<file path="src/verilog/stamp_params.svh">
`ifndef STAMP_PARAMS_SVH
`define STAMP_PARAMS_SVH

// ----------------------------------------
// Sizes
// ----------------------------------------
`define NUM_INPUTS 16
`define WORD_BITS 32
`define STAMP_BITS 64
`define INTERVAL_BITS 32

// ----------------------------------------
// Reset values
// ----------------------------------------
`define STAMP_RESET 64'h0000_0000_0000_0000
`define WORD_RESET 32'h0000_0000
`define INTERVAL_RESET 32'h0000_0000
`define INPUT_RESET 16'h0000

`endif

</file>
<file path="src/verilog/stamp_pkg.sv">
`include "stamp_params.svh"

package stamp_pkg;

	// ----------------------------------------
	// Report carrier
	// ----------------------------------------
	typedef struct packed {
		logic [`WORD_BITS-1:0] fault_bits;
		logic [`WORD_BITS-1:0] level_bits;
		logic [`WORD_BITS-1:0] fresh_stamp_bits;
		logic [`WORD_BITS-1:0] stamp_overrun_bits;
	} status_words_t;

	typedef logic [`STAMP_BITS-1:0] stamp_t;

	typedef enum logic {
		EVERY_EDGE,
		FIRST_EDGE
	} hold_policy_t;

endpackage : stamp_pkg

</file>
<file path="src/verilog/per_point_transition_timestamper.sv">
`timescale 1ns/1ns
`include "stamp_params.svh"

module per_point_transition_timestamper (
	input wire logic SYS_CLK,
	input wire logic RST,
	input wire logic [`NUM_INPUTS-1:0] FILTERED_LEVEL,
	input wire logic [`NUM_INPUTS-1:0] CHATTER_DETECTED,
	input wire logic [`NUM_INPUTS-1:0] RISE_CAPTURE_ENABLE,
	input wire logic [`NUM_INPUTS-1:0] FALL_CAPTURE_ENABLE,
	input wire logic FIRST_EDGE_HOLD,
	input wire logic [`INTERVAL_BITS-1:0] PERIODIC_UPDATE_INTERVAL,
	input wire logic [`NUM_INPUTS-1:0] EVENT_ACKNOWLEDGE,
	input wire logic [`NUM_INPUTS-1:0] NEW_SAMPLE_ACKNOWLEDGE,
	input wire logic RESET_ALL_EVENTS,
	input wire logic [3:0] READ_INDEX,
	output logic REPORT_VALID,
	output stamp_pkg::status_words_t STATUS,
	output logic [`WORD_BITS-1:0] RISE_TIME_LOW,
	output logic [`WORD_BITS-1:0] RISE_TIME_HIGH,
	output logic [`WORD_BITS-1:0] FALL_TIME_LOW,
	output logic [`WORD_BITS-1:0] FALL_TIME_HIGH,
	output logic [`STAMP_BITS-1:0] SYSTEM_TIME
);

	// ----------------------------------------
	// Time base and edge detect
	// ----------------------------------------
	logic [`STAMP_BITS-1:0] time_count;
	logic [`NUM_INPUTS-1:0] level_prev;
	logic [`NUM_INPUTS-1:0] fresh;
	logic [`NUM_INPUTS-1:0] overrun;
	logic [`NUM_INPUTS-1:0] rise_held;
	logic [`NUM_INPUTS-1:0] fall_held;
	logic [`NUM_INPUTS-1:0] accept;
	logic [`NUM_INPUTS-1:0] next_fresh;
	logic [`NUM_INPUTS-1:0] next_overrun;
	logic [`INTERVAL_BITS-1:0] interval_count;
	stamp_pkg::stamp_t rising_edge_time [`NUM_INPUTS];
	stamp_pkg::stamp_t falling_edge_time [`NUM_INPUTS];
	stamp_pkg::hold_policy_t policy;

	wire [`NUM_INPUTS-1:0] rise_edge = FILTERED_LEVEL & ~level_prev;
	wire [`NUM_INPUTS-1:0] fall_edge = ~FILTERED_LEVEL & level_prev;
	// Both acknowledges must be high together to re-arm a point
	wire [`NUM_INPUTS-1:0] ack = EVENT_ACKNOWLEDGE & NEW_SAMPLE_ACKNOWLEDGE;
	wire any_accept = |accept;
	// Intervals of 0 and 1 both mean a report every cycle
	wire short_interval = (PERIODIC_UPDATE_INTERVAL < 32'h0000_0002);
	wire [`INTERVAL_BITS-1:0] last_count = PERIODIC_UPDATE_INTERVAL - 32'h0000_0001;
	wire interval_done = short_interval | (interval_count >= last_count);
	wire [`STAMP_BITS-1:0] next_time = time_count + 64'h0000_0000_0000_0001;

	assign policy = FIRST_EDGE_HOLD ? stamp_pkg::FIRST_EDGE : stamp_pkg::EVERY_EDGE;

	always_ff @(posedge SYS_CLK) begin
		if (RST) begin
			time_count <= `STAMP_RESET;
		end else begin
			time_count <= next_time;
		end
	end

	// Zero after reset matches the idle level, so no false edge follows reset
	always_ff @(posedge SYS_CLK) begin
		if (RST) begin
			level_prev <= `INPUT_RESET;
		end else begin
			level_prev <= FILTERED_LEVEL;
		end
	end

	// ----------------------------------------
	// Per-input capture
	// ----------------------------------------
	genvar i;
	generate
		for (i = 0; i < `NUM_INPUTS; i++) begin : g_point
			wire rise_on = rise_edge[i] & RISE_CAPTURE_ENABLE[i];
			wire fall_on = fall_edge[i] & FALL_CAPTURE_ENABLE[i];
			wire hold = (policy == stamp_pkg::FIRST_EDGE);
			wire rise_take = rise_on & ~(hold & rise_held[i]);
			wire fall_take = fall_on & ~(hold & fall_held[i]);
			// Dropped under latch, or overwriting unacknowledged data otherwise
			wire lost = (rise_on & rise_held[i]) | (fall_on & fall_held[i]);
			wire clear_all = RST | RESET_ALL_EVENTS;
			// Set wins over a same-cycle acknowledge
			wire next_rise_held = ~clear_all & (rise_take | (rise_held[i] & ~ack[i]));
			wire next_fall_held = ~clear_all & (fall_take | (fall_held[i] & ~ack[i]));
			// Next values feed the report, so it carries this cycle's stamp
			wire next_fresh_bit = ~clear_all & (accept[i] | (fresh[i] & ~ack[i]));
			// Overflow survives acks; only a reset clears it
			wire next_overrun_bit = ~clear_all & (overrun[i] | lost);
			assign accept[i] = rise_take | fall_take;
			assign next_fresh[i] = next_fresh_bit;
			assign next_overrun[i] = next_overrun_bit;

			always_ff @(posedge SYS_CLK) begin
				rise_held[i] <= next_rise_held;
				fall_held[i] <= next_fall_held;
				fresh[i] <= next_fresh_bit;
				overrun[i] <= next_overrun_bit;
			end

			always_ff @(posedge SYS_CLK) begin
				if (clear_all) begin
					rising_edge_time[i] <= `STAMP_RESET;
				end else if (rise_take) begin
					rising_edge_time[i] <= time_count;
				end else if (ack[i]) begin
					rising_edge_time[i] <= `STAMP_RESET;
				end
			end

			always_ff @(posedge SYS_CLK) begin
				if (clear_all) begin
					falling_edge_time[i] <= `STAMP_RESET;
				end else if (fall_take) begin
					falling_edge_time[i] <= time_count;
				end else if (ack[i]) begin
					falling_edge_time[i] <= `STAMP_RESET;
				end
			end
		end
	endgenerate

	// ----------------------------------------
	// Report timing
	// ----------------------------------------
	// Timer is not restarted by an event report
	wire [`INTERVAL_BITS-1:0] next_interval_count = interval_done ? `INTERVAL_RESET
		: interval_count + 32'h0000_0001;
	wire next_report = any_accept | interval_done;

	always_ff @(posedge SYS_CLK) begin
		if (RST) begin
			interval_count <= `INTERVAL_RESET;
		end else begin
			interval_count <= next_interval_count;
		end
	end

	always_ff @(posedge SYS_CLK) begin
		if (RST) begin
			REPORT_VALID <= 1'b0;
		end else begin
			REPORT_VALID <= next_report;
		end
	end

	// ----------------------------------------
	// Status words
	// ----------------------------------------
	// Upper halves read zero
	wire [`WORD_BITS-1:0] fault_word = {16'h0000, CHATTER_DETECTED};
	wire [`WORD_BITS-1:0] level_word = {16'h0000, FILTERED_LEVEL};
	wire [`WORD_BITS-1:0] fresh_word = {16'h0000, next_fresh};
	wire [`WORD_BITS-1:0] overrun_word = {16'h0000, next_overrun};

	always_ff @(posedge SYS_CLK) begin
		if (RST) begin
			STATUS <= '0;
		end else begin
			STATUS.fault_bits <= fault_word;
			STATUS.level_bits <= level_word;
			STATUS.fresh_stamp_bits <= fresh_word;
			STATUS.stamp_overrun_bits <= overrun_word;
		end
	end

	// ----------------------------------------
	// Time words
	// ----------------------------------------
	// One reader at a time keeps the output mux to a single index
	wire [`STAMP_BITS-1:0] sel_rise = rising_edge_time[READ_INDEX];
	wire [`STAMP_BITS-1:0] sel_fall = falling_edge_time[READ_INDEX];

	always_ff @(posedge SYS_CLK) begin
		if (RST) begin
			RISE_TIME_LOW <= `WORD_RESET;
			RISE_TIME_HIGH <= `WORD_RESET;
			FALL_TIME_LOW <= `WORD_RESET;
			FALL_TIME_HIGH <= `WORD_RESET;
		end else begin
			RISE_TIME_LOW <= sel_rise[31:0];
			RISE_TIME_HIGH <= sel_rise[63:32];
			FALL_TIME_LOW <= sel_fall[31:0];
			FALL_TIME_HIGH <= sel_fall[63:32];
		end
	end

	always_ff @(posedge SYS_CLK) begin
		if (RST) begin
			SYSTEM_TIME <= `STAMP_RESET;
		end else begin
			SYSTEM_TIME <= time_count;
		end
	end

endmodule : per_point_transition_timestamper

</file>
<file path="config.mk">
export PLATFORM = sky130hd
export DESIGN_NAME = per_point_transition_timestamper
export DESIGN_NICKNAME = d
export VERILOG_FILES = /design/src/verilog/stamp_pkg.sv /design/src/verilog/per_point_transition_timestamper.sv
export VERILOG_INCLUDE_DIRS = /design/src /design/src/verilog
export SDC_FILE = /design/constraint.sdc
export NUM_CORES = 2
export LEC_CHECK = 0
export ABC_AREA = 0
export BUFFER_PORTS_ARGS = -buffer_cell sky130_fd_sc_hd__buf_2
export CAP_MARGIN = 20
export CORE_ASPECT_RATIO = 0.7
export CORE_MARGIN = 3
export CORE_UTILIZATION = 30
export CTS_BUF_LIST = sky130_fd_sc_hd__clkbuf_8 sky130_fd_sc_hd__clkbuf_16
export CTS_CLUSTER_DIAMETER = 50
export DETAILED_ROUTE_END_ITERATION = 10
export SLEW_MARGIN = 20
export SYNTH_ARGS = -nofsm -noshare
export SYNTH_HDL_FRONTEND = slang
export SYNTH_SLANG_ARGS = --single-unit
</file>
<file path="constraint.sdc">
create_clock -name SYS_CLK -period 4.8 [get_ports SYS_CLK]
set_clock_uncertainty 0.15 [all_clocks]
set_input_delay 0.24 -clock SYS_CLK [delete_from_list [all_inputs] [get_ports SYS_CLK]]
set_output_delay 0.24 -clock SYS_CLK [all_outputs]
set_load 0.05 [all_outputs]
</file>
After elaboration in Yosys (flattened, before gate mapping)
Memory sizes are Yosys's and may differ from the RTL's. A register that Yosys moved wholly into a read port is not among the register bits.
Index checks and enable logic that the tools add are counted.
{"block": "word_totals", "ff_bits": 353, "latchBits": 0, "ram_bits": 2048, "mem_bits_ro": 0, "in_bits": 136, "output_inout_bits": 321, "word_cells": 817, "n_memories": 2}
{"memory": "falling_edge_time", "depth": 16, "width": 64, "read_ports": 1, "rd_ports_with_merged_regs": 1, "write_ports": 16, "line_no": "per_point_transition_timestamper.sv:40", "source": "stamp_pkg::stamp_t falling_edge_time [`NUM_INPUTS];"}
{"memory": "rising_edge_time", "depth": 16, "width": 64, "read_ports": 1, "rd_ports_with_merged_regs": 1, "write_ports": 16, "line_no": "per_point_transition_timestamper.sv:39", "source": "stamp_pkg::stamp_t rising_edge_time [`NUM_INPUTS];"}
{"block": "op_classes", "n_addsub": 3, "multipliers": 0, "n_div": 0, "order_cmp": 2, "eq_ne": 0, "n_shift": 0, "mux": 275, "n_bitwise": 457, "n_reduce_logical": 2}
{"operator": "two-way mux 64 bit", "count": 64}
{"operator": "AND 1 bit", "count": 240}
{"operator": "two-way mux 1 bit", "count": 211}
{"operator": "bitwise OR 1 bit", "count": 163}
{"operator": "adder 64 x 1 -> 64 bit, second input constant", "count": 1}
{"operator": "NOT 1 bit", "count": 49}
{"operator": "AND 16 bit", "count": 3}
{"operator": "adder 32 x 1 -> 32 bit, second input constant", "count": 1}
{"operator": "greater-or-equal comparator 32 bit", "count": 1}
{"operator": "less-than comparator 32 x 2 -> 1 bit, second input constant", "count": 1}
{"operator": "NOT 16 bit", "count": 2}
{"operator": "subtractor 32 x 1 -> 32 bit, second input constant", "count": 1}
{"operator": "OR reduction 16 bit", "count": 1}
{"operator": "OR reduction 2 bit", "count": 1}

Longest topological paths before layout
{"block": "depth", "word_depth": 9, "ltp_mapped": 14, "depth_no_buf": 12}

Worst setup path before layout
No wires, ideal clock.
{"block": "synth_timing", "kind": "in2reg", "start": "input port PERIODIC_UPDATE_INTERVAL[4]", "end": "register REPORT_VALID", "setup_time_ns": 0.125, "arrival_time_ns": 3.787, "t_required_ns": 4.525, "slack_ns": 0.738, "path_stages": 12, "cell_sequence": "nor4_1 nand3_1 nor4_1 nand3_1 xor2_1 ha_1 a211oi_1 a31oi_1 o31a_1 or4_1 clkbuf_1 o41a_1"}
{"block": "synth_between", "elab_chain_cells": 4, "elab_cells_between_ends": 5}
{"item": "start, declared", "line_no": "per_point_transition_timestamper.sv:12", "source": "input wire logic [`INTERVAL_BITS-1:0] PERIODIC_UPDATE_INTERVAL,"}
{"item": "subtractor 32 x 1 -> 32 bit", "line_no": "per_point_transition_timestamper.sv:50", "source": "wire [`INTERVAL_BITS-1:0] last_count = PERIODIC_UPDATE_INTERVAL - 32'h0000_0001;"}
{"item": "greater-or-equal comparator 32 bit", "line_no": "per_point_transition_timestamper.sv:51", "source": "wire interval_done = short_interval | (interval_count >= last_count);"}
{"item": "bitwise OR 1 bit (*)", "line_no": "per_point_transition_timestamper.sv:51"}
{"item": "bitwise OR 1 bit (*)", "line_no": "per_point_transition_timestamper.sv:133", "source": "wire next_report = any_accept | interval_done;"}
{"item": "end signal, assigned", "line_no": "per_point_transition_timestamper.sv:147", "source": "REPORT_VALID <= next_report;"}
{"item": "end, declared", "line_no": "per_point_transition_timestamper.sv:17", "source": "output logic REPORT_VALID,"}
Mark *: on every way between the ends. The rest lies on a longest branch, timed or not.
A chain may end at the register's enable or synchronous reset.

==> results.sh <==
export IMPL_min_period_ns=3.66
export IMPL_hpwl_um=213000
export IMPL_hold_violations=0
export IMPL_clk_insertion_delay_late_ns=0.89
export IMPL_p_leak_nw=47.4
export IMPL_core_area_um2=352000
export IMPL_slew_headroom=0.231
export IMPL_rsz0062_at_grt="false"
export IMPL_synth_common_cells="2048 x edfxtp_1, 1672 x and2_1, 640 x mux4_2"
export IMPL_yosysMostFrequentCell="edfxtp_1"
export IMPL_grt_overflow_total=0
export IMPL_n_fill_cell=33200
export IMPL_cpMostUsedCell="buf_4"
export IMPL_synth_top_area_frac=0.578
export IMPL_grt_pass1_vias=65400
export IMPL_pwr_share_seq=0.491
export IMPL_htreeDepth=5
export IMPL_setup_violations=0
export IMPL_yosysSeqAreaShare=0.656
export IMPL_grt_pass1_wl_um=502000
export IMPL_crit_chain="dlygate4sd3_1 > buf_2 > or2_4 > a21oi_1 > dlygate4sd3_1 > buf_4 > nand2_4 > buf_4 > buf_4"
export IMPL_cts_root_buffer="clkbuf_16"
export IMPL_worst_path_buf_inv=6
export IMPL_tightest_slew_ns=1.15
export IMPL_final_max_slew_violation_count=0
export IMPL_grt_max_degree=163
export IMPL_via_per_inst=5.24
export IMPL_cts_sinks=2465
export IMPL_power_density_nw_per_um2=393
export IMPL_num_rows=182
export IMPL_nets=7585
export IMPL_cts_buffers=280
export IMPL_grt_usage=0.192
export IMPL_cts_tree="done"
export IMPL_area_growth_pct=17.8
export IMPL_status="finished, final reports clean"
export IMPL_synthFlopType="edfxtp_1"
export IMPL_synthCells=7008
export IMPL_dp_slack_ns=0.348
export IMPL_start_util=0.302
export IMPL_antenna_found_initial=56
export IMPL_syn_area_um2=106000
export IMPL_ys_seq_elements=2465
export IMPL_p_comb_frac=0.071
export IMPL_synth_edf_count=2048
export IMPL_postRouteAntennaNets=0
export IMPL_required_ns=5.14
export IMPL_max_vdd_ir_drop_uv=296
export IMPL_die_area_um2=362000
export IMPL_startpoint_type="input pin"
export IMPL_period_share=0.763
export IMPL_swShare=0.238
export IMPL_synth_area_leaders="edfxtp_1 58%, mux4_2 14%, and2_1 9.8%, dfxtp_1 7.8%, nor3_1 2.5%"
export IMPL_yosys_area_top_type="edfxtp_1"
export IMPL_first_pass_iters=6
export IMPL_yosysUniqueCellTypes=60
export IMPL_route_detailed_drc=0
export IMPL_arrival_ns=4.00
export IMPL_num_io_pins=457
export IMPL_portBuffers=392
export IMPL_die_x_um=718
export IMPL_wire_per_inst_um=28.8
export IMPL_crit_slowest_cell="buf_4"
export IMPL_fp_dieH_um=504
export IMPL_drt_iter0_markers=8737
export IMPL_crit_family="buffers and inverters"
export IMPL_max_stage_delay_ns=0.80
export IMPL_finalSetupTns_ns=0
export IMPL_power_frac_clock=0.438
export IMPL_synthArstFlopShare=0
export IMPL_globalplace_congestion=0.857
export IMPL_crit_fanout=41
export IMPL_cp_end_kind="flop"
export IMPL_hold_class="in2reg"
export IMPL_vias=64800
export IMPL_max_freq_mhz=273
export IMPL_synth_avg_cell_area_um2=15.2
export IMPL_maxCapViolCount=0
export IMPL_cts_setup_buffers=0
export IMPL_drive_above_1_share=0.241
export IMPL_crit_type="in2reg"
export IMPL_internal_power_mw=37.6
export IMPL_timing_final_ws_setup_ns=1.14
export IMPL_drt_wl_total_um=356000
export IMPL_ys_warn_count=0
export IMPL_clkTransAtPathRegs_ns=0.06
export IMPL_switching_power_mw=11.7
export IMPL_cts_max_path_buffers=4
-- state kept, by name, summed over array words and instances, names as in the netlist --
name,flops
FALL_TIME_HIGH,32
FALL_TIME_LOW,32
REPORT_VALID,1
RISE_TIME_HIGH,32
RISE_TIME_LOW,32
STATUS,64
SYSTEM_TIME,64
fall_held,16
falling_edge_time,1024
fresh,16
interval_count,32
overrun,16
rise_held,16
rising_edge_time,1024
time_count,64
-- power groups by stage --
stage	logic [mW]	clock network (mW)	registers, mW
2_1_floorplan	1.71	0	24.9
3_3_place_gp	3.40	0	24.6
3_5_place_dp	3.41	0	24.7
4_1_cts	3.52	22.0	24.2
5_1_grt	3.63	22.9	24.3
6_report	3.50	21.6	24.2
-- cell families after synthesis --
| kind of cell | count (synthesis) | share of synthesized area |
|---|---|---|
| AND/OR/NAND/NOR | 2797 | 0.153 |
| other | 1 | 0.0000352 |
| buffers and inverters | 786 | 0.0304 |
| AO/OA/AOI/OAI | 187 | 0.0124 |
| multiplexers | 656 | 0.137 |
| adder cells (fa/ha/maj) | 35 | 0.00411 |
| XOR/XNOR | 81 | 0.00667 |
| flip-flops | 2465 | 0.656 |
-- what timing repair did --
item	CTS	global route
hold buffers	150	1
hold endpoints to repair	200	3
resized for setup	0	0
-- routing by layer --
layer | share of wire | GRT usage
met3 | 0.10 | 0.0429
met5 | 0.000079 | 0
met4 | 0.047 | 0.0813
met1 | 0.39 | 0.259
met2 | 0.46 | 0.299
-- placed cells by master (no fill, tap or decap), types with 12 or more instances in the layout --
| cell | instances |
|---|---|
| o21ai_0 | 12 |
| nor3b_1 | 15 |
| inv_6 | 14 |
| clkbuf_8 | 21 |
| nor4_1 | 55 |
| nor2_1 | 105 |
| a211o_1 | 46 |
| nand4_1 | 42 |
| and2_1 | 1672 |
| diode_2 | 27 |
| buf_4 | 237 |
| dfxtp_1 | 417 |
| a21oi_1 | 44 |
| nor3_1 | 536 |
| nor2b_1 | 86 |
| ha_1 | 35 |
| a21o_1 | 33 |
| nand3_1 | 44 |
| conb_1 | 64 |
| mux4_2 | 640 |
| buf_12 | 42 |
| buf_2 | 387 |
| bufinv_16 | 21 |
| clkbuf_16 | 289 |
| xor2_1 | 41 |
| or3_1 | 14 |
| edfxtp_1 | 2048 |
| nor2_4 | 32 |
| xnor2_1 | 40 |
| nand2_1 | 90 |
| and3b_1 | 16 |
| nand2_4 | 32 |
| clkinv_1 | 42 |
| a211oi_1 | 15 |
| dlygate4sd3_1 | 151 |
| clkinv_2 | 34 |
| or4_1 | 18 |
| inv_1 | 57 |
| clkinvlp_4 | 13 |
| mux2_2 | 16 |
-- stage by stage --
stage               total power [mW]  area, um^2  instances   util  hold slack, ns
finish                          49.3      125000      12400  0.356          0.0771
global route                    50.8      125000      12300  0.356         0.00323
global placement                28.0      115000      11700  0.325           0.289
floorplan                       26.6      107000       7071      -           0.218
CTS                             49.7      125000      12300  0.356         0.00406
detailed placement              28.1      115000      11700  0.325           0.301
-- final timing paths --
check | start | cells past startpoint | slack (ns) | to
worst max-delay path | RESET_ALL_EVENTS | 9 | 1.14 | rising_edge_time[1][10]
worst min-delay path | FALL_CAPTURE_ENABLE[1] | 5 | 0.08 | overrun[1]
worst max register to register | time_count[0] | 7 | 1.24 | time_count[52]
worst min register to register | fresh[10] | 1 | 0.32 | fresh[10]
-- worst register-to-register path: cells and delay by family (launching register included) --
family,cells,cell delay (ns)
and+or+nand+nor,3,1.77
buffers and inverters,2,0.72
adders and majority gates,1,0.36
DFF,1,0.31
AOI/OAI and AO/OA,1,0.16
-- area by class of cell --
class,instances,area [um^2],share of cell area
well taps,4692,5870,0.0468
flip-flops and latches,2465,69800,0.557
clock buffers,310,7520,0.0600
clock inverters,190,1670,0.0133
multi-input cells,3820,34100,0.272
repair buffers,822,6140,0.0490
diodes,27,67.6,0.000539
inverters,25,97.6,0.000779
(Power assumes the default switching activity.)
